`config.mk`:
```
export PLATFORM = sky130hd
export DESIGN_NAME = dtc_decoder
export DESIGN_NICKNAME = d
export VERILOG_FILES = /design/src/rtl/dtc_decoder.v /design/src/rtl/dtc_preset_mem.v
export VERILOG_INCLUDE_DIRS = /design/src /design/src/inc
export SDC_FILE = /design/constraint.sdc
export NUM_CORES = 1
export LEC_CHECK = 0
export BUFFER_PORTS_ARGS = -buffer_cell sky130_fd_sc_hd__buf_2
export CAP_MARGIN = 0
export CORE_MARGIN = 1.5
export CORE_UTILIZATION = 55
export DETAILED_ROUTE_END_ITERATION = 8
export PLACE_DENSITY_LB_ADDON = 0.3
export REMOVE_ABC_BUFFERS = 1
export SYNTH_ARGS = -nofsm -noshare
export SYNTH_HDL_FRONTEND = slang
export SYNTH_HIERARCHICAL = 1
export SYNTH_SLANG_ARGS = --single-unit
export TNS_END_PERCENT = 5
```
`constraint.sdc`:
```
create_clock -name clock -period 3.1 [get_ports clock]
set_input_delay 0.93 -clock clock [delete_from_list [all_inputs] [get_ports clock]]
set_output_delay 0.93 -clock clock [all_outputs]
set_load 0.1 [all_outputs]
```
`src/inc/dtc_defines.vh`:
```
`ifndef DTC_DEFINES_VH
`define DTC_DEFINES_VH

// Terminal positions within the pin vector.
`define DTC_PIN_STEP0 0
`define DTC_PIN_STEP3 3
`define DTC_PIN_RAMP0 4
`define DTC_PIN_RAMP1 5
`define DTC_PIN_HOLD 6
`define DTC_PIN_FORWARD 7
`define DTC_PIN_BACKWARD 8
`define DTC_PIN_COAST 9
`define DTC_PIN_ARST 10
`define DTC_PIN_TRIP 11
`define DTC_PIN_FSRC 12
`define DTC_PIN_DCB 13
`define DTC_PIN_TLIM 14
`define DTC_PIN_LINE50 15
`define DTC_PIN_LINE60 16
`define DTC_PIN_UP 17
`define DTC_PIN_DOWN 18
`define DTC_PIN_KPWE 19
`define DTC_PIN_STOP 20
`define DTC_PIN_COUNT 21

// Frequencies in units of 0.01 Hz, PID command in units of 0.01 %.
`define DTC_FREQ_FIFTY 16'h1388
`define DTC_FREQ_SIXTY 16'h1770
`define DTC_PID_FULL 16'h2710
`define DTC_RAMP_STEP 16'h0001

// Alarm display codes; values are arbitrary.
`define DTC_CODE_NONE 8'h00
`define DTC_CODE_TRIP 8'h02
`define DTC_CODE_FAULT 8'h01

// Timing.
`define DTC_CLK_MHZ 250
`define DTC_DEB_TIME_NS 1000000
`define DTC_RAMP_TIME_NS 1000000
`define DTC_RST_FREQ 16'h0000

`endif

```
`src/rtl/dtc_decoder.v`:
```
// Behaviour
// - Four step bits form an index choosing one of sixteen preset frequencies.
// - Two ramp bits choose one of four acceleration/deceleration time sets.
// - While hold is on, a momentary forward or reverse command stays latched.
// - Coast input cuts the output immediately, raising no alarm.
// - Reset rising edge drops alarm output; falling edge clears display and hold.
// - External trip cuts output, shows trip code, asserts the alarm output.
// - External trip stays latched until an alarm reset clears it.
// - Source select on picks frequency source two, off picks source one.
// - DC brake input requests braking only when braking preconditions hold.
// - Limiter select on picks torque limit set two, else set one.
// - Run rising while switchover is on starts at 50 or 60 Hz.
// - Alarm or coast at switchover keeps output off; later start is ordinary.
// - Up/down ramps output frequency, clamped between zero and maximum.
// - Up/down ramps the PID command, clamped between zero and full scale.
// - Keypad edits are accepted only while keypad write enable is on.
// - Trip and forced stop follow a polarity set by configuration.
`timescale 1ns/1ns
`include "dtc_defines.vh"
module dtc_decoder #(
  parameter FREQ_W = 16,
  parameter DEB_CYCLES = (`DTC_DEB_TIME_NS * `DTC_CLK_MHZ) / 1000,
  parameter RAMP_CYCLES = (`DTC_RAMP_TIME_NS * `DTC_CLK_MHZ) / 1000
) (
  input wire clock,
  input wire nrst,
  input wire ce,
  input wire [`DTC_PIN_COUNT-1:0] terminal_pins,
  input wire trip_active_off,
  input wire stop_active_off,
  input wire brake_ready,
  input wire updown_pid_mode,
  input wire [FREQ_W-1:0] max_freq,
  input wire fault_in,
  input wire keypad_edit_req,
  input wire preset_wr_en,
  input wire [3:0] preset_wr_addr,
  input wire [FREQ_W-1:0] preset_wr_data,
  output wire [FREQ_W-1:0] preset_freq,
  output reg [3:0] step_index,
  output reg [1:0] ramp_set,
  output reg run_forward,
  output reg run_backward,
  output reg output_enable,
  output reg freq_source_select,
  output reg dc_brake_req,
  output reg torque_limit_select,
  output reg line_start,
  output reg [FREQ_W-1:0] line_freq,
  output reg [FREQ_W-1:0] updown_freq,
  output reg [FREQ_W-1:0] updown_pid,
  output reg keypad_edit_accept,
  output reg keypad_edit_reject,
  output reg general_alarm_out,
  output reg [7:0] alarm_code,
  output reg forced_stop_req
);
  localparam N = `DTC_PIN_COUNT;

  // Step toward the commanded direction, saturating at zero and at the limit.
  function [FREQ_W-1:0] ramp_step;
    input [FREQ_W-1:0] val;
    input up;
    input dn;
    input [FREQ_W-1:0] lim;
    begin
      ramp_step = val;
      if (up && !dn) begin
        if (val >= lim || lim - val < `DTC_RAMP_STEP) begin
          ramp_step = lim;
        end else begin
          ramp_step = val + `DTC_RAMP_STEP;
        end
      end else if (dn && !up) begin
        if (val < `DTC_RAMP_STEP) begin
          ramp_step = {FREQ_W{1'b0}};
        end else begin
          ramp_step = val - `DTC_RAMP_STEP;
        end
      end
    end
  endfunction

  reg [N-1:0] sync1_q, sync2_q, samp_q, clean_q, prev_q;
  reg [31:0] deb_cnt_q, ramp_cnt_q;
  reg fwd_latch_q, rev_latch_q, run_prev_q;
  reg trip_hold_q, fault_hold_q, fault_prev_q;
  wire deb_tick = (deb_cnt_q == 32'h00000000);
  wire ramp_tick = (ramp_cnt_q == 32'h00000000);
  wire [N-1:0] diff = sync2_q ^ samp_q;
  wire [N-1:0] rise = clean_q & ~prev_q;
  wire [N-1:0] fall = ~clean_q & prev_q;
  wire trip_act = clean_q[`DTC_PIN_TRIP] ^ trip_active_off;
  wire stop_act = clean_q[`DTC_PIN_STOP] ^ stop_active_off;
  wire coast = clean_q[`DTC_PIN_COAST];
  wire hold_on = clean_q[`DTC_PIN_HOLD];
  wire fwd_eff = clean_q[`DTC_PIN_FORWARD] | fwd_latch_q;
  wire rev_eff = clean_q[`DTC_PIN_BACKWARD] | rev_latch_q;
  wire run_any = fwd_eff | rev_eff;
  wire alarm_any = trip_hold_q | fault_hold_q;
  wire sw_on = clean_q[`DTC_PIN_LINE50] | clean_q[`DTC_PIN_LINE60];

  dtc_preset_mem #(.DW(FREQ_W), .AW(4)) u_mem (
    .clock(clock),
    .ce(ce),
    .wr_en(preset_wr_en),
    .wr_addr(preset_wr_addr),
    .wr_data(preset_wr_data),
    .rd_addr(clean_q[`DTC_PIN_STEP3:`DTC_PIN_STEP0]),
    .rd_data(preset_freq)
  );

  // A value is taken only after two samples one debounce period apart agree, so
  // contact bounce shorter than that period never produces a second edge.
  always @(posedge clock or negedge nrst) begin
    if (!nrst) begin
      sync1_q <= {N{1'b0}};
      sync2_q <= {N{1'b0}};
      samp_q <= {N{1'b0}};
      clean_q <= {N{1'b0}};
      prev_q <= {N{1'b0}};
      deb_cnt_q <= 32'h00000000;
      ramp_cnt_q <= 32'h00000000;
    end else if (ce) begin
      sync1_q <= terminal_pins;
      sync2_q <= sync1_q;
      prev_q <= clean_q;
      deb_cnt_q <= deb_tick ? DEB_CYCLES - 1 : deb_cnt_q - 32'h00000001;
      ramp_cnt_q <= ramp_tick ? RAMP_CYCLES - 1 : ramp_cnt_q - 32'h00000001;
      if (deb_tick) begin
        samp_q <= sync2_q;
        clean_q <= (sync2_q & ~diff) | (clean_q & diff);
      end
    end
  end

  always @(posedge clock or negedge nrst) begin
    if (!nrst) begin
      step_index <= 4'h0;
      ramp_set <= 2'h0;
      freq_source_select <= 1'b0;
      torque_limit_select <= 1'b0;
      dc_brake_req <= 1'b0;
      forced_stop_req <= 1'b0;
      keypad_edit_accept <= 1'b0;
      keypad_edit_reject <= 1'b0;
    end else if (ce) begin
      step_index <= clean_q[`DTC_PIN_STEP3:`DTC_PIN_STEP0];
      ramp_set <= clean_q[`DTC_PIN_RAMP1:`DTC_PIN_RAMP0];
      freq_source_select <= clean_q[`DTC_PIN_FSRC];
      torque_limit_select <= clean_q[`DTC_PIN_TLIM];
      dc_brake_req <= clean_q[`DTC_PIN_DCB] & brake_ready;
      forced_stop_req <= stop_act;
      keypad_edit_accept <= keypad_edit_req & clean_q[`DTC_PIN_KPWE];
      keypad_edit_reject <= keypad_edit_req & ~clean_q[`DTC_PIN_KPWE];
    end
  end

  // Run commands and the line switchover start.
  always @(posedge clock or negedge nrst) begin
    if (!nrst) begin
      fwd_latch_q <= 1'b0;
      rev_latch_q <= 1'b0;
      run_prev_q <= 1'b0;
      run_forward <= 1'b0;
      run_backward <= 1'b0;
      output_enable <= 1'b0;
      line_start <= 1'b0;
      line_freq <= `DTC_RST_FREQ;
    end else if (ce) begin
      // A new momentary command replaces the opposite latched direction.
      if (!hold_on) begin
        fwd_latch_q <= 1'b0;
        rev_latch_q <= 1'b0;
      end else if (rise[`DTC_PIN_FORWARD]) begin
        fwd_latch_q <= 1'b1;
        rev_latch_q <= 1'b0;
      end else if (rise[`DTC_PIN_BACKWARD]) begin
        rev_latch_q <= 1'b1;
        fwd_latch_q <= 1'b0;
      end
      run_prev_q <= run_any;
      run_forward <= fwd_eff & ~rev_eff;
      run_backward <= rev_eff & ~fwd_eff;
      output_enable <= run_any & ~coast & ~alarm_any & ~trip_act;
      if (!run_any) begin
        line_start <= 1'b0;
      end else if (run_any && !run_prev_q && sw_on && !alarm_any && !coast) begin
        line_start <= 1'b1;
        // Only one switchover input is ever assigned, so fifty wins arbitrarily.
        line_freq <= clean_q[`DTC_PIN_LINE50] ? `DTC_FREQ_FIFTY : `DTC_FREQ_SIXTY;
      end
    end
  end

  // Alarm handling. A trip present when reset is released re-latches at once.
  always @(posedge clock or negedge nrst) begin
    if (!nrst) begin
      trip_hold_q <= 1'b0;
      fault_hold_q <= 1'b0;
      fault_prev_q <= 1'b0;
      general_alarm_out <= 1'b0;
      alarm_code <= `DTC_CODE_NONE;
    end else if (ce) begin
      fault_prev_q <= fault_in;
      if (trip_act) begin
        trip_hold_q <= 1'b1;
      end else if (fall[`DTC_PIN_ARST]) begin
        trip_hold_q <= 1'b0;
      end
      if (fault_in) begin
        fault_hold_q <= 1'b1;
      end else if (fall[`DTC_PIN_ARST]) begin
        fault_hold_q <= 1'b0;
      end
      if ((trip_act && !trip_hold_q) || (fault_in && !fault_prev_q)) begin
        general_alarm_out <= 1'b1;
      end else if (rise[`DTC_PIN_ARST]) begin
        general_alarm_out <= 1'b0;
      end
      if (trip_act) begin
        alarm_code <= `DTC_CODE_TRIP;
      end else if (fault_in && !fault_prev_q) begin
        alarm_code <= `DTC_CODE_FAULT;
      end else if (fall[`DTC_PIN_ARST]) begin
        alarm_code <= `DTC_CODE_NONE;
      end
    end
  end

  // Up/down ramping; the value not selected by the mode is held.
  always @(posedge clock or negedge nrst) begin
    if (!nrst) begin
      updown_freq <= {FREQ_W{1'b0}};
      updown_pid <= {FREQ_W{1'b0}};
    end else if (ce && ramp_tick) begin
      if (!updown_pid_mode) begin
        updown_freq <= ramp_step(updown_freq, clean_q[`DTC_PIN_UP],
                                 clean_q[`DTC_PIN_DOWN], max_freq);
      end else begin
        updown_pid <= ramp_step(updown_pid, clean_q[`DTC_PIN_UP],
                                clean_q[`DTC_PIN_DOWN], `DTC_PID_FULL);
      end
    end
  end
endmodule

```
`src/rtl/dtc_preset_mem.v`:
```
`timescale 1ns/1ns
module dtc_preset_mem #(
  parameter DW = 16,
  parameter AW = 4
) (
  input wire clock,
  input wire ce,
  input wire wr_en,
  input wire [AW-1:0] wr_addr,
  input wire [DW-1:0] wr_data,
  input wire [AW-1:0] rd_addr,
  output reg [DW-1:0] rd_data
);
  reg [DW-1:0] mem [0:(1<<AW)-1];

  // No reset on the array so it maps onto plain RAM; contents are loaded before use.
  always @(posedge clock) begin
    if (ce) begin
      if (wr_en) begin
        mem[wr_addr] <= wr_data;
      end
      rd_data <= mem[rd_addr];
    end
  end
endmodule

```
Yosys cells after proc, flatten, opt, wreduce, memory -nomap -nowiden

Memories as Yosys holds them, arrays and structs flattened. A register that Yosys moved wholly into a read port is not among the register bits.
Index checks and enable logic that the tools add are counted.

Flip-flop bits (word level): 238
Input bits: 67
Output and inout bits: 89
Memory bits (writable): 256
Logic and storage cells: 144
Memories kept: 1

Memory list:

| name      | depth | width | read ports | clocked after memory_dff | write ports | RTL line            | source |
|---|---|---|---|---|---|---|---|
| u_mem.mem | 16    | 16    | 1          | 1                        | 1           | dtc_preset_mem.v:14 | `reg [DW-1:0] mem [0:(1<<AW)-1];` |

Equal/unequal tests: 2
Muxes and demuxes: 30
Add/sub/neg operators: 8
Bitwise operators: 31
Reductions and logical operators: 36
Magnitude comparators: 6

Operators by type and width:

| operator                                                                      | number |
|---|---|
| 16-bit two-way mux                                                            | 8 |
| 32-bit zero test                                                              | 2 |
| 16-bit by 1-bit less-than comparator with 1-bit output, second input constant | 4 |
| 32-bit two-way mux                                                            | 2 |
| 32-bit by 1-bit subtractor with 32-bit output, second input constant          | 2 |
| 21-bit AND                                                                    | 2 |
| 16-bit by 1-bit adder with 16-bit output, second input constant               | 2 |
| 16-bit by 1-bit subtractor with 16-bit output, second input constant          | 2 |
| 8-bit two-way mux                                                             | 3 |
| 11-bit AND                                                                    | 2 |
| 11-bit NOT                                                                    | 2 |
| 21-bit NOT                                                                    | 1 |
| 21-bit bitwise OR                                                             | 1 |
| 21-bit XOR                                                                    | 1 |
| 16-bit by 14-bit >= comparator with 1-bit output, second input constant       | 1 |
| 16-bit >= comparator                                                          | 1 |
| 1-bit two-way mux                                                             | 16 |
| 14-bit by 16-bit subtractor with 16-bit output, first input constant          | 1 |
| 16-bit subtractor                                                             | 1 |
| 2-bit AND reduction                                                           | 7 |
| 11-bit two-way mux                                                            | 1 |
| 1-bit logical AND                                                             | 9 |
| 3-bit AND reduction                                                           | 3 |
| 1-bit AND                                                                     | 8 |
| 9 further kinds                                                               | 31 |

Logic depth before layout (Yosys ltp)

Word-level depth: 8
Mapped depth: 14
Mapped depth without buffers: 11

Cells and area by module

The synthesis kept the hierarchy.

By module, submodules not included:

| module         | area each (um^2) | cells each | times used |
|---|---|---|---|
| dtc_decoder    | 11648.7          | 1264       | 1 |
| dtc_preset_mem | 10253.6          | 433        | 1 |

Least setup slack after synthesis

Ideal clock, no wire load.

Path kind: register -> register
From: register updown_freq[3]
To: register updown_freq[4]
Buffers on the path: 3
Data required time: 2965 ps
Data arrival time: 3717 ps
Cell stages (with the launch flop): 15
Clock period less this slack: 3853 ps
Setup slack: -753 ps
Cells stage by stage: dfrtp_1 -> clkbuf_1 -> inv_1 -> ha_1 -> clkbuf_1 -> a21oi_1 -> nor3_1 -> or4b_1 -> a211o_1 -> a21oi_1 -> nand4_1 -> o21ai_1 -> buf_2 -> mux2i_1 -> o21ai_0

Longest elaborated chain between the ends: 5

Ends and longest elaborated chain:

| what                                                             | RTL line          | source |
|---|---|---|
| start, declared                                                  | dtc_decoder.v:50  | `output reg [FREQ_W-1:0] updown_freq,` |
| start signal, assigned                                           | dtc_decoder.v:234 | `updown_freq <= {FREQ_W{1'b0}};` |
| start signal, assigned                                           | dtc_decoder.v:238 | `` updown_freq <= ramp_step(updown_freq, clean_q[`DTC_PIN_UP], `` |
| 16-bit subtractor                                                | dtc_decoder.v:69  | `` if (val >= lim \|\| lim - val < `DTC_RAMP_STEP) begin `` |
| 16-bit by 1-bit less-than comparator with 1-bit output (no line) | -                 |  |
| 1-bit logical OR (no line)                                       | -                 |  |
| 16-bit two-way mux                                               | dtc_decoder.v:69  |  |
| 16-bit two-way mux *                                             | dtc_decoder.v:68  | `if (up && !dn) begin` |

Every way passes the cells marked *; elsewhere a longest branch is shown, timed or not. The select of a mux whose other input is x is not followed.
A chain may end at the register's enable or synchronous reset.

Worst setup path after layout

From: input max_freq[3]
To: register updown_freq[8]

Longest elaborated chain between the ends: 5

Ends and longest elaborated chain:

| what                                                             | RTL line         | source |
|---|---|---|
| start, declared                                                  | dtc_decoder.v:33 | `input wire [FREQ_W-1:0] max_freq,` |
| 16-bit subtractor                                                | dtc_decoder.v:69 |  |
| 16-bit by 1-bit less-than comparator with 1-bit output (no line) | -                |  |
| 1-bit logical OR (no line) *                                     | -                |  |
| 16-bit two-way mux *                                             | dtc_decoder.v:69 |  |
| 16-bit two-way mux *                                             | dtc_decoder.v:68 |  |

Every way passes the cells marked *; elsewhere a longest branch is shown, timed or not.

==> results.toml <==
[sta]
max_slew_margin_pct = 38.10
timing.final.crit_share_pct = 98.56
setup_viol = 0
whs_ps = 293.3
clock_skew_ps = 20.27
hold_viol = 0
period_needed_ps = 3056
finalMaxSlewViolations = 0
clock.fmax_ghz = 0.3273
tightestPinTransition_ps = 928.4
rsz0062_at_grt = "true"

[floorplanning]
initial_core_util_pct = 56.15
die_y_um = 202.6
die_x_um = 202.6
die_area_um2 = 41030
rows = 72
core_area_um2 = 39010
pin_count = 156

[yosys]
ys_async_sr_fraction_pct = 43.69
yosysWarnings = 6
yosysUniqueCellTypes = 86
synth-seq-area-share_pct = 61.40
syn_avg_cell_area_um2 = 12.91
syn_area_um2 = 21900
synth_edf_count = 272
synth_ff_type = "edfxtp_1"
ys_seq_elements = 483
synthCells = 1697

[setup_path]
ff2ff_path_depth = 12
crit_slowest_cell = "or4b_4"
reg2reg_to = "updown_freq[8]"
cp-startpoint = "max_freq[3]"
r2r-start = "updown_freq[2]"
path_common_cell = "a21oi_2"
cp_cell_sequence = "buf_2 > ha_1 > a21oi_2 > nor3_1 > or4b_4 > a211o_1 > a21oi_2 > nand4_1 > o21ai_2 > buf_6 > mux2i_1 > o21ai_0"
end_kind = "flop"
critPathArrivalTime_ps = 3480
cpPeakStageDelay_ps = 530
crit_path_end = "updown_freq[8]"
cp.required_ps = 3520
crit_cells = 12
critPathTopFamily = "compound AO/OA/AOI/OAI gates"
path_buf_inv = 2
crit_fanout = 6
worstSetupPathType = "in2reg"
start_kind = "primary input"
r2r_setup_slack_ps = 100

[final_layout]
n_antenna_cell = 0
area_growth_pct = 16.98
n_fill_cell = 2876
drive_gt1_share_pct = 26.55
finish.net_count = 2041
fin_cells = 2503
finish.utilization_pct = 65.68

[detailed_routing]
drtIter0Drc = 1270
vias_per_cell = 5.925
antenna_left = 0
wirelength_mm = 52.26
drcViolationCount = 0
firstDrtPassIters = 6
routedWlPerCell_um = 20.88
num_vias = 14830

[grt]
grt_pass1_wl_mm = 82.48
overflow = 0
grt_max_degree = 67
grtUsageTotal_pct = 25.85
grt_pass1_vias = 14920
antenna_found_initial = 2

[clock_tree]
htree_levels = 2
cts_tree = "done"
worstSkewPairLatency_ps = 570
cts_setup_buffers = 0
root_buffer = "clkbuf_16"
max-clock-path-buffers = 3
cts_hold_buf = 0
clkSinkCount = 483
cts_buffers = 48
clkTransAtPathRegs_ps = 60

[pwr]
switching_share_pct = 25.03
leakagePower_nw = 10.35
switchingPower_mw = 3.839
power_mw = 15.34
power.density_nw_per_um2 = 598.7
pwr-share-comb_pct = 11.1
internal_power_mw = 11.50
power.clock.fraction_pct = 38.8
seqPwrFrac_pct = 50.2
ir_drop_mv = 0.5378

[placement]
place.gp.congestion = 0.9146
port_buffers = 142
place_hpwl_mm = 34.58
dp_cells = 2416

[hold_path]
min_path_type = "in2async"

[outcome]
outcome = "finished clean"

[job]
maxCapViolCount = 0
[per-layer routing]
layer / global-route usage (%) / wire length, µm
met1: 34.89 / 21530
met2: 44.02 / 26230
met3: 3.676 / 3366
met4: 7.302 / 1111
met5: 0 / 19
[worst min path at each step]
stage	from	to	slack [ps]
2_1_floorplan	run_prev_q	run_prev_q	450
3_3_place_gp	alarm_code[1]	alarm_code[1]	460
3_5_place_dp	alarm_code[1]	alarm_code[1]	460
4_1_cts	nrst	updown_pid[13]	320
5_1_grt	nrst	updown_pid[10]	340
6_report	nrst	updown_pid[13]	290
[registers in the layout (all words and copies together) (netlist names), 2 cells and up, named ones only]
| signal | count |
|---|---|
| u_mem/mem | 256 |
| deb_cnt_q | 32 |
| ramp_cnt_q | 32 |
| samp_q | 21 |
| sync1_q | 21 |
| sync2_q | 21 |
| u_mem/rd_data | 16 |
| updown_freq | 16 |
| updown_pid | 16 |
| prev_q | 9 |
| line_freq | 3 |
| alarm_code | 2 |
[synthesized netlist by cell type, types with 40 or more instances]
master / count / share of area (%)
nor2_1: 119 / 2.0
a21oi_1: 78 / 1.8
mux4_2: 54 / 5.6
edfxtp_1: 272 / 37
mux2_2: 59 / 3.0
nand2_1: 132 / 2.3
o21ai_0: 130 / 3.0
clkbuf_1: 40 / 0.69
inv_1: 67 / 1.1
dfrtp_1: 211 / 24
nor3_1: 53 / 1.2
xnor2_1: 50 / 2.0
[power by group through the flow]
| stage | Clock [mW] | Combinational (mW) | Sequential (mW) |
|---|---|---|---|
| after floorplan | 0 | 1.05 | 7.86 |
| after detailed placement | 0 | 1.68 | 7.81 |
| after global routing | 6.29 | 1.89 | 7.76 |
| final | 5.95 | 1.70 | 7.69 |
| after CTS | 6.04 | 1.71 | 7.69 |
| after global placement | 0 | 1.63 | 7.78 |
[logic make-up after synthesis]
group           count (synthesis)  synth area share (%)
xor+xnor                       70                 2.799
flops                         483                 61.40
simple gates                  480                 10.80
buf+inv                       167                 3.873
fa+ha+maj                      25                 1.428
other cells                     1               0.01712
mux                           137                 10.43
compound gates                334                 9.255
[per-stage QoR]
stage               area (µm²)  worst slack, ps  TNS, ps
floorplan                21350            -2926  -210770
global placement         23940           -486.9    -7481
detailed placement       23940           -577.9    -8596
CTS                      25560            9.611        0
global route             25620           -40.88   -54.60
finish                   25620            44.49        0
[layout by cell type, fill, tap and decap left out, types with 36 or more instances in the layout]
| cell | count |
|---|---|
| nand3_1 | 36 |
| mux2_2 | 59 |
| a21oi_1 | 75 |
| inv_1 | 65 |
| buf_4 | 142 |
| clkbuf_16 | 49 |
| nor2_1 | 116 |
| mux4_2 | 54 |
| a22oi_1 | 39 |
| edfxtp_1 | 272 |
| nor3_1 | 48 |
| xnor2_1 | 50 |
| nand2_1 | 131 |
| dfrtp_1 | 209 |
| o21ai_0 | 129 |
| buf_2 | 140 |
[worst register-to-register path, cell delays in order, from the launching register on]
cell and delay [ps]:
dfrtp_1 380, inv_1 150, ha_1 280, nand4_1 160, a211oi_1 70, or4b_4 500
a211o_1 300, a21oi_2 150, nand4_1 110, o21ai_2 230, buf_6 180, mux2i_1 240
o21ai_0 110
[what timing repair did]
item	4_1_cts	5_1_grt
setup endpoints to repair	1	26
gates cloned	0	1
pin swaps	0	1
resized for setup	3	17
[cell type report]
class / count / area (µm²) / share of cell area (%)
Sequential cell: 483 / 13450 / 52.51
Multi-Input combinational cell: 1059 / 7752 / 30.26
Timing Repair Buffer: 290 / 1913 / 7.467
Clock buffer: 59 / 1284 / 5.010
Tap cell: 518 / 648.1 / 2.530
Clock inverter: 27 / 319.1 / 1.245
Inverter: 67 / 251.5 / 0.9816
(Power assumes the default switching activity.)
